**config.mk**
```make
export PLATFORM = sky130hd
export DESIGN_NAME = pic_top
export DESIGN_NICKNAME = d
export VERILOG_FILES = /design/src/verilog/pic_pkg.sv /design/src/verilog/pic_src.sv /design/src/verilog/pic_top.sv
export VERILOG_INCLUDE_DIRS = /design/src /design/src/verilog
export SDC_FILE = /design/constraint.sdc
export NUM_CORES = 1
export LEC_CHECK = 0
export BUFFER_PORTS_ARGS = -buffer_cell sky130_fd_sc_hd__buf_2
export CORE_MARGIN = 4
export CORE_UTILIZATION = 35
export DETAILED_ROUTE_END_ITERATION = 12
export PLACE_DENSITY_LB_ADDON = 0.15
export SLEW_MARGIN = 15
export SYNTH_ARGS = -nofsm -noshare
export SYNTH_HDL_FRONTEND = slang
export SYNTH_SLANG_ARGS = --single-unit
```
**constraint.sdc**
```tcl
create_clock -name hclk -period 9.5 [get_ports hclk]
set_clock_uncertainty 0.2 [all_clocks]
set_input_delay 0.95 -clock hclk [delete_from_list [all_inputs] [get_ports hclk]]
set_output_delay 0.95 -clock hclk [all_outputs]
set_load 0.02 [all_outputs]
```
**src/verilog/pic_cfg.svh**
```systemverilog
// Register offsets, field positions, reset values and source layout of the interrupt controller.
`ifndef PIC_CFG_SVH
`define PIC_CFG_SVH
`define PIC_NSRC          16
`define PIC_OFS_FLAG0     8'h00
`define PIC_OFS_FLAG7     8'h04
`define PIC_OFS_EN0       8'h08
`define PIC_OFS_EN1       8'h0C
`define PIC_OFS_EN7       8'h10
`define PIC_OFS_PRIO0     8'h14
`define PIC_OFS_CTLA      8'h18
`define PIC_OFS_CTLB      8'h1C
`define PIC_OFS_STATUS    8'h20
`define PIC_OFS_CORE      8'h24
`define PIC_OFS_VLATCH    8'h28
`define PIC_FLAG0_MASK    16'h000F
`define PIC_FLAG7_MASK    16'h0013
`define PIC_EN0_MASK      16'h000F
`define PIC_EN1_MASK      16'h201F
`define PIC_EN7_MASK      16'h0013
`define PIC_PRIO0_MASK    16'h7777
`define PIC_PRIO0_RST     16'h4444
`define PIC_CTLA_MASK     16'h801F
`define PIC_CTLB_MASK     16'hE007
`define PIC_NESTING_DISABLE_BIT    15
`define PIC_IPL_LSB       5
`define PIC_PRIORITY_LEVEL_MSB_BIT      3
`define PIC_VEC_BASE      7'h08
`endif

```
**src/verilog/pic_pkg.sv**
```systemverilog
// Types shared by the interrupt controller files.
`default_nettype none
package pic_pkg;
  typedef enum logic [2:0] {
    PIC_IDLE = 3'b001,
    PIC_POST = 3'b010,
    PIC_WAIT = 3'b100
  } pic_state_t;
endpackage
`default_nettype wire

```
**src/verilog/pic_src.sv**
```systemverilog
// One interrupt source: flag, qualification and effective priority.
`timescale 1ns/1ps
`default_nettype none
module pic_src (
  input  wire logic       hclk,
  input  wire logic       hresetn,
  input  wire logic       evt,
  input  wire logic       clr,
  input  wire logic       en,
  input  wire logic [2:0] prio,
  input  wire logic [3:0] cur_ipl,
  output logic            flag_ff,
  output logic            qual,
  output logic [2:0]      eff_prio
);
  logic nxt_flag;
  // Hardware set wins over a software clear in the same cycle.
  assign nxt_flag = evt | (flag_ff & ~clr);
  always_ff @(posedge hclk or negedge hresetn) begin
    if (!hresetn) begin
      flag_ff <= 1'b0;
    end else begin
      flag_ff <= nxt_flag;
    end
  end
  // Disabled, priority zero, or not above the CPU level never qualifies.
  assign qual     = flag_ff & en & (prio != 3'h0) & ({1'b0, prio} > cur_ipl);
  assign eff_prio = qual ? prio : 3'h0;
endmodule
`default_nettype wire

```
**src/verilog/pic_top.sv**
```systemverilog
// Prioritising interrupt controller with an AHB-Lite register slave.
`timescale 1ns/1ps
`default_nettype none
`include "pic_cfg.svh"
module pic_top (
  input  wire logic        hclk,
  input  wire logic        hresetn,
  input  wire logic        hsel,
  input  wire logic [31:0] haddr,
  input  wire logic [1:0]  htrans,
  input  wire logic        hwrite,
  input  wire logic [2:0]  hsize,
  input  wire logic [31:0] hwdata,
  input  wire logic        hready,
  output logic [31:0]      hrdata,
  output logic             hreadyout,
  output logic             hresp,
  input  wire logic [15:0] src_evt,
  input  wire logic [4:0]  trap_evt,
  input  wire logic        trap_level_set,
  input  wire logic        trap_level_clr,
  input  wire logic        irq_ack,
  output logic             irq_req,
  output logic [6:0]       irq_vector,
  output logic [3:0]       irq_level,
  output logic             alt_vector_sel,
  output logic [2:0]       ext_edge_sel
);
  // ==========================================================================
  // Bus slave.
  logic        wr_pend_ff;
  logic [7:0]  waddr_ff;
  logic [31:0] hrdata_ff;
  logic        acc;
  logic        rd_acc;
  logic [7:0]  aoff;
  logic [15:0] rd_val;
  assign acc    = hsel & hready & htrans[1];
  assign rd_acc = acc & ~hwrite;
  assign aoff   = haddr[7:0];

  // ==========================================================================
  // Registers.
  logic [15:0] flag0_clr_ff;
  logic [15:0] en0_ff;
  logic [15:0] en1_ff;
  logic [15:0] en7_ff;
  logic [15:0] prio0_ff;
  logic [15:0] ctla_ff;
  logic [15:0] ctlb_ff;
  logic [2:0]  ipl_ff;
  logic        priority_level_msb_ff;
  logic [6:0]  vec_ff;
  logic [3:0]  lvl_ff;
  logic        irq_req_ff;
  pic_pkg::pic_state_t state_ff;
  pic_pkg::pic_state_t nxt_state;

  logic        wr_flag0;
  logic        wr_flag7;
  logic        wr_en0;
  logic        wr_en1;
  logic        wr_en7;
  logic        wr_prio0;
  logic        wr_ctla;
  logic        wr_ctlb;
  logic        wr_stat;
  logic [15:0] wd;
  assign wd       = hwdata[15:0];
  assign wr_flag0 = wr_pend_ff & (waddr_ff == `PIC_OFS_FLAG0);
  assign wr_flag7 = wr_pend_ff & (waddr_ff == `PIC_OFS_FLAG7);
  assign wr_en0   = wr_pend_ff & (waddr_ff == `PIC_OFS_EN0);
  assign wr_en1   = wr_pend_ff & (waddr_ff == `PIC_OFS_EN1);
  assign wr_en7   = wr_pend_ff & (waddr_ff == `PIC_OFS_EN7);
  assign wr_prio0 = wr_pend_ff & (waddr_ff == `PIC_OFS_PRIO0);
  assign wr_ctla  = wr_pend_ff & (waddr_ff == `PIC_OFS_CTLA);
  assign wr_ctlb  = wr_pend_ff & (waddr_ff == `PIC_OFS_CTLB);
  assign wr_stat  = wr_pend_ff & (waddr_ff == `PIC_OFS_STATUS);

  // ==========================================================================
  // Source table, vector-table order.
  logic [15:0] flags;
  logic [15:0] clrs;
  logic [15:0] ens;
  logic [47:0] prios;
  logic [15:0] quals;
  logic [47:0] effs;
  logic [3:0]  cur_ipl;
  assign cur_ipl = {priority_level_msb_ff, ipl_ff};
  // Sources 0..3 live in flag/enable/priority group 0; 4..6 are the ADC pair sources.
  assign clrs = {9'h000, {3{wr_flag7}} & ~{wd[4], wd[1], wd[0]},
                 {4{wr_flag0}} & ~wd[3:0]};
  assign ens   = {9'h000, en7_ff[4], en7_ff[1], en7_ff[0], en0_ff[3:0]};
  assign prios = {27'h0, 3'h4, 3'h4, 3'h4, prio0_ff[14:12], prio0_ff[10:8],
                  prio0_ff[6:4], prio0_ff[2:0]};

  genvar gi;
  generate
    for (gi = 0; gi < `PIC_NSRC; gi = gi + 1) begin : g_src
      pic_src u_src (
        .hclk     (hclk),
        .hresetn  (hresetn),
        .evt      (src_evt[gi]),
        .clr      (clrs[gi]),
        .en       (ens[gi]),
        .prio     (prios[3*gi +: 3]),
        .cur_ipl  (cur_ipl),
        .flag_ff  (flags[gi]),
        .qual     (quals[gi]),
        .eff_prio (effs[3*gi +: 3])
      );
    end
  endgenerate

  // ==========================================================================
  // Arbitration: strictly greater wins, so the lower index keeps ties.
  logic [2:0] best_p;
  logic [3:0] best_i;
  always_comb begin
    best_p = 3'h0;
    best_i = 4'h0;
    for (int i = 0; i < `PIC_NSRC; i++) begin
      if (effs[3*i +: 3] > best_p) begin
        best_p = effs[3*i +: 3];
        best_i = 4'(i);
      end
    end
  end
  logic any_q;
  // Qualification already excludes everything at or below the CPU level, so
  // level 7 and any level with the MSB set leave nothing pending.
  assign any_q = |quals;

  // ==========================================================================
  // Request state machine.
  always_comb begin
    case (state_ff)
      pic_pkg::PIC_IDLE: nxt_state = any_q ? pic_pkg::PIC_POST : pic_pkg::PIC_IDLE;
      // The request is withdrawn once nothing qualifies any longer.
      pic_pkg::PIC_POST: nxt_state = irq_ack ? pic_pkg::PIC_WAIT :
                                     (any_q ? pic_pkg::PIC_POST : pic_pkg::PIC_IDLE);
      pic_pkg::PIC_WAIT: nxt_state = pic_pkg::PIC_IDLE;
      default:           nxt_state = pic_pkg::PIC_IDLE;
    endcase
  end
  logic take;
  assign take = (state_ff == pic_pkg::PIC_IDLE) & any_q;

  always_ff @(posedge hclk or negedge hresetn) begin
    if (!hresetn) begin
      state_ff   <= pic_pkg::PIC_IDLE;
      vec_ff     <= 7'h00;
      lvl_ff     <= 4'h0;
      irq_req_ff <= 1'b0;
    end else begin
      state_ff   <= nxt_state;
      irq_req_ff <= (nxt_state == pic_pkg::PIC_POST);
      if (take) begin
        vec_ff <= `PIC_VEC_BASE + {3'h0, best_i};
        lvl_ff <= {1'b0, best_p};
      end
    end
  end

  // ==========================================================================
  // Register writes.
  logic [2:0] nxt_ipl;
  assign nxt_ipl = (wr_stat & ~ctla_ff[`PIC_NESTING_DISABLE_BIT]) ? wd[`PIC_IPL_LSB +: 3] : ipl_ff;
  always_ff @(posedge hclk or negedge hresetn) begin
    if (!hresetn) begin
      en0_ff   <= 16'h0000;
      en1_ff   <= 16'h0000;
      en7_ff   <= 16'h0000;
      prio0_ff <= `PIC_PRIO0_RST;
      ctla_ff  <= 16'h0000;
      ctlb_ff  <= 16'h0000;
      ipl_ff   <= 3'h0;
      priority_level_msb_ff  <= 1'b0;
    end else begin
      if (wr_en0) en0_ff <= wd & `PIC_EN0_MASK;
      if (wr_en1) en1_ff <= wd & `PIC_EN1_MASK;
      if (wr_en7) en7_ff <= wd & `PIC_EN7_MASK;
      if (wr_prio0) prio0_ff <= wd & `PIC_PRIO0_MASK;
      // Trap status bits 4:0 are set by hardware; set wins over a write.
      ctla_ff <= ((wr_ctla ? wd : ctla_ff) | {11'h000, trap_evt}) & `PIC_CTLA_MASK;
      if (wr_ctlb) ctlb_ff <= wd & `PIC_CTLB_MASK;
      ipl_ff <= nxt_ipl;
      // Only the core's trap logic moves the MSB; software cannot.
      if (trap_level_set) priority_level_msb_ff <= 1'b1;
      else if (trap_level_clr) priority_level_msb_ff <= 1'b0;
    end
  end

  // ==========================================================================
  // Read mux.
  assign rd_val =
    (aoff == `PIC_OFS_FLAG0)  ? {12'h000, flags[3:0]} :
    (aoff == `PIC_OFS_FLAG7)  ? {11'h000, flags[6], 2'b00, flags[5:4]} :
    (aoff == `PIC_OFS_EN0)    ? en0_ff :
    (aoff == `PIC_OFS_EN1)    ? en1_ff :
    (aoff == `PIC_OFS_EN7)    ? en7_ff :
    (aoff == `PIC_OFS_PRIO0)  ? prio0_ff :
    (aoff == `PIC_OFS_CTLA)   ? ctla_ff :
    (aoff == `PIC_OFS_CTLB)   ? ctlb_ff :
    (aoff == `PIC_OFS_STATUS) ? {8'h00, ipl_ff, 5'h00} :
    (aoff == `PIC_OFS_CORE)   ? {12'h000, priority_level_msb_ff, 3'h0} :
    (aoff == `PIC_OFS_VLATCH) ? {4'h0, lvl_ff, 1'b0, vec_ff} :
    16'h0000;

  always_ff @(posedge hclk or negedge hresetn) begin
    if (!hresetn) begin
      wr_pend_ff <= 1'b0;
      waddr_ff   <= 8'h00;
      hrdata_ff  <= 32'h0000_0000;
    end else begin
      wr_pend_ff <= acc & hwrite;
      if (acc) waddr_ff <= aoff;
      if (rd_acc) hrdata_ff <= {16'h0000, rd_val};
    end
  end

  assign hrdata         = hrdata_ff;
  assign hreadyout      = 1'b1;
  assign hresp          = 1'b0;
  assign irq_req        = irq_req_ff;
  assign irq_vector     = vec_ff;
  assign irq_level      = lvl_ff;
  assign alt_vector_sel = ctlb_ff[15];
  assign ext_edge_sel   = ctlb_ff[2:0];

  // ==========================================================================
  // Assertions.
  property p_req_needs_latch;
    @(posedge hclk) disable iff (!hresetn)
      irq_req |-> (irq_level != 4'h0) && (irq_vector >= `PIC_VEC_BASE);
  endproperty
  a_req_needs_latch: assert property (p_req_needs_latch) else $error("request without latch");

  property p_latch_stable;
    @(posedge hclk) disable iff (!hresetn)
      (irq_req && !irq_ack) |=> $stable(irq_vector) && $stable(irq_level);
  endproperty
  a_latch_stable: assert property (p_latch_stable) else $error("latch moved while pending");

  property p_level_above_cpu;
    @(posedge hclk) disable iff (!hresetn)
      take |=> ({1'b0, irq_level[2:0]} > $past(cur_ipl));
  endproperty
  a_level_above_cpu: assert property (p_level_above_cpu) else $error("level not above CPU");

  property p_msb_blocks;
    @(posedge hclk) disable iff (!hresetn)
      priority_level_msb_ff |-> !any_q;
  endproperty
  a_msb_blocks: assert property (p_msb_blocks) else $error("MSB did not block");

  property p_lvl7_blocks;
    @(posedge hclk) disable iff (!hresetn)
      (ipl_ff == 3'h7) |-> !any_q;
  endproperty
  a_lvl7_blocks: assert property (p_lvl7_blocks) else $error("level 7 did not block");

  property p_nesting_disable_lock;
    @(posedge hclk) disable iff (!hresetn)
      ctla_ff[`PIC_NESTING_DISABLE_BIT] && wr_stat |=> $stable(ipl_ff);
  endproperty
  a_nesting_disable_lock: assert property (p_nesting_disable_lock) else $error("level written while locked");

  property p_disabled_quiet;
    @(posedge hclk) disable iff (!hresetn)
      (ens == 16'h0000) |-> !any_q;
  endproperty
  a_disabled_quiet: assert property (p_disabled_quiet) else $error("disabled source qualified");

  property p_flag_set;
    @(posedge hclk) disable iff (!hresetn)
      src_evt[0] |=> flags[0];
  endproperty
  a_flag_set: assert property (p_flag_set) else $error("flag missed event");

  property p_unimpl_zero;
    @(posedge hclk) disable iff (!hresetn)
      (en1_ff & ~`PIC_EN1_MASK) == 16'h0000 && (prio0_ff & ~`PIC_PRIO0_MASK) == 16'h0000;
  endproperty
  a_unimpl_zero: assert property (p_unimpl_zero) else $error("unimplemented bit set");
endmodule
`default_nettype wire

```
==> results.toml <==
[critical_path]
cp-end-kind = "register"
worstPathArrival_ns = 8.31
crit_top_cell = "ha_1"
critPathRequiredTime_ns = 9.58
crit_type = "register to register"
cpPeakStageDelay_ns = 0.61
crit_fanout = 7
critPathLaunchType = "register"
cp_slowest_cell = "dfstp_2"

[clock_network]
root_buffer = "clkbuf_16"
clk_latency_ns = 0.35
cts.path.max_buffers = 2
cts_tree = "built"
cts_resized = 0
hold_buffers = 0
postCtsSetupRepairBufs = 0
clk_pin_slew_worst_paths_ns = 0.06
cts.sink_count = 84
numCtsBuffers = 9
cts.htree.levels = 3

[sta]
setup_viol = 0
timing.final.crit_period_ns = 8.22
finalCritPeriodShare_pct = 86.6
worst_pin_slew_ns = 1.08
fmax_mhz = 122
drv_slew = 0
finalHoldViolCount = 0
rsz0062_at_grt = "false"
setup_tns_ns = 0
slew-limit-headroom_pct = 27.3

[place]
io_buffers = 71
dp_cells = 723
dp.final_hpwl_um = 10600
place_congestion = 0.823

[yosys]
synth_cells = 485
synth_top_area_cell = "dfrtp_1"
syn-cell-area_um2 = 4980
yosysSeqAreaShare_pct = 42.3
synth_top_area_share_pct = 39.7
yosysUniqueCellTypes = 67
ys_top_cells_by_area = "dfrtp_1, mux2_2, ha_1"
yosys_warnings = 0
ys_seq_elements = 84
async_flop_share_pct = 100
synth-edff-count = 0
synth_area_per_cell_um2 = 10.3
dominantRegCellSynth = "dfrtp_1"

[detailed_routing]
drt-met1-wl_um = 6160
drt-pass1-iter-count = 5
drt-total-wl_um = 13900
postRouteAntennaNets = 0
vias_per_cell = 5.45
highest_layer = "met4"
drc = 0
via_count = 4031
route.met3.wl_um = 737
wl_met2_um = 6750
drtIter0Drc = 266
wl_per_cell_um = 18.8

[cells_and_area]
nets = 676
drive_gt1_share_pct = 27.7
antenna_cells = 0
instances_no_fill = 739
area_growth_syn_to_layout_pct = 14.2

[grt]
grt_pass1_vias = 4140
grt_antenna_before_repair = 0
grt_max_degree = 44
grt_pass1_wl_um = 22700
gr-total-overflow = 0
track_usage_pct = 17.9

[die]
die_x_um = 127
start_util_pct = 35.7
num_io_pins = 148
die_y_um = 127
dieArea_um2 = 16200
rows = 43
core_um2 = 13900

[outcome]
status = "finished, final reports clean"

[power]
power_leakage_nw = 2.58
power_density_nw_per_um2 = 167
irDropWorstVdd_mv = 0.0735

[worst_hold_path]
hp-class = "register to register"

[flow_run]
maxCapViolCount = 0
## worst paths after layout
path | start | endpoint | slack (ns) | depth (start not counted)
worst max-delay path | prio0_ff[2]$_DFFE_PN1P_ | irq_vector[2]$_DFFE_PN0P_ | 1.28 | 32
max in group asynchronous | hresetn | priority_level_msb_ff$_DFFE_PN0P_ | 7.73 | 2
worst min register to register | hrdata[0]$_DFFE_PN0P_ | hrdata[0]$_DFFE_PN0P_ | 0.28 | 1
worst min-delay path | hrdata[0]$_DFFE_PN0P_ | hrdata[0]$_DFFE_PN0P_ | 0.28 | 1
min in group asynchronous | hresetn | hrdata[15]$_DFFE_PN0P_ | 0.38 | 1
worst max register to register | prio0_ff[2]$_DFFE_PN1P_ | irq_vector[2]$_DFFE_PN0P_ | 1.28 | 32
## logic make-up (layout without fill, tap and decap cells)
| family | Yosys count | after routing | share of synthesized area (%) |
|---|---|---|---|
| multiplexers | 49 | 49 | 11.1 |
| buffers and inverters | 59 | 113 | 6.36 |
| adder cells (fa/ha/maj) | 24 | 24 | 6.03 |
| AND/OR/NAND/NOR | 153 | 153 | 17.3 |
| AO/OA/AOI/OAI | 113 | 113 | 16.6 |
| XOR/XNOR | 1 | 1 | 0.176 |
| other | 2 | 22 | 0.151 |
| flip-flops | 84 | 84 | 42.3 |
## report_power, final
part           total [mW]  internal (mW)  switching (mW)  leakage [nW]
logic               0.191         0.0759           0.115          1.47
clock network       0.327          0.179           0.148         0.120
registers           0.432          0.393          0.0396         0.990
total               0.950          0.647           0.302          2.58
## synth_stat cells (4+ instances only)
cell type / count
nand3_1: 8
nand4_1: 8
nor2b_1: 6
a22o_1: 4
a22oi_1: 5
or3_1: 4
buf_4: 25
nand2_1: 37
a31oi_1: 6
nor3_1: 9
a211o_1: 6
and2_1: 10
inv_1: 25
dfrtp_1: 79
and3_1: 12
nor2_1: 19
dfstp_2: 5
o21ai_1: 5
a222oi_1: 8
o21ai_0: 19
ha_1: 24
o21a_1: 5
a21o_1: 5
nand3b_1: 5
mux2_2: 45
nand2b_1: 13
clkbuf_1: 7
a21oi_1: 23
## layout make-up
type | instances | area (um2)
well taps | 180 | 225
clock inverters | 3 | 23.8
multi-input cells | 362 | 2630
repair buffers | 72 | 365
inverters | 25 | 93.8
clock buffers | 13 | 240
fillers | 1412 | 8250
flip-flops and latches | 84 | 2110
## critical path: cells and delay by family (launching register included)
| kind | cells | cell delay [ns] |
|---|---|---|
| AOI/OAI and AO/OA | 11 | 2.49 |
| and+or+nand+nor | 12 | 2.45 |
| muxes | 1 | 0.35 |
| buffers and inverters | 1 | 0.04 |
| DFF | 1 | 0.61 |
| adders and majority gates | 7 | 2.02 |
## per-layer routing
| layer | vias up | GRT usage, % |
|---|---|---|
| li1 | 1888 | - |
| met1 | 1995 | 24.0 |
| met2 | 133 | 29.6 |
| met3 | 15 | 2.80 |
| met4 | 0 | 6.31 |
| met5 | - | 0 |
## placed cells by master (no fill, tap or decap), drive strengths merged, types with 3 or more instances in the layout
cell / synthesis / final
a222oi: 8 / 8
o22ai: 3 / 3
nor2b: 6 / 6
a211o: 6 / 6
mux2: 47 / 47
clkbuf: 7 / 13
buf: 27 / 72
nor2: 20 / 20
ha: 24 / 24
a22o: 4 / 4
a21oi: 24 / 24
nor3b: 4 / 4
conb: 2 / 22
inv: 25 / 26
a21o: 5 / 5
or3: 4 / 4
nand2: 37 / 37
nor4: 4 / 4
and2: 10 / 10
nor3: 12 / 12
dfrtp: 79 / 79
and3: 12 / 12
o21ai: 24 / 24
dfstp: 5 / 5
a22oi: 5 / 5
o21a: 6 / 6
nand2b: 13 / 13
nand3b: 5 / 5
nand3: 8 / 8
a32o: 3 / 3
nand4: 8 / 8
a31oi: 7 / 7
a311oi: 3 / 3
## flip-flops by register name, summed over array words and instances (netlist names)
| signal | flops |
|---|---|
| en1_ff | 6 |
| hrdata | 15 |
| irq_level | 3 |
| priority_level_msb_ff | 1 |
| en0_ff | 4 |
| en7_ff | 3 |
| ctlb_ff | 6 |
| irq_req | 1 |
| state_ff | 3 |
| ctla_ff | 6 |
| prio0_ff | 12 |
| irq_vector | 5 |
| wr_pend_ff | 1 |
| ipl_ff | 3 |
| g_src.u_src.flag_ff | 7 |
| waddr_ff | 8 |
## per-stage QoR
stage | worst slack (ns) | total power, mW | utilization (%) | hold slack [ns] | area (um2)
floorplan | 2.21 | 0.563 | - | 0.222 | 5060
global placement | 1.58 | 0.625 | 38.9 | 0.258 | 5420
detailed placement | 1.36 | 0.630 | 38.9 | 0.264 | 5420
CTS | 1.33 | 0.962 | 40.8 | 0.278 | 5690
global route | 0.838 | 1.00 | 40.8 | 0.284 | 5690
finish | 1.28 | 0.950 | 40.8 | 0.275 | 5690
Power figures use the tool's default switching activity.
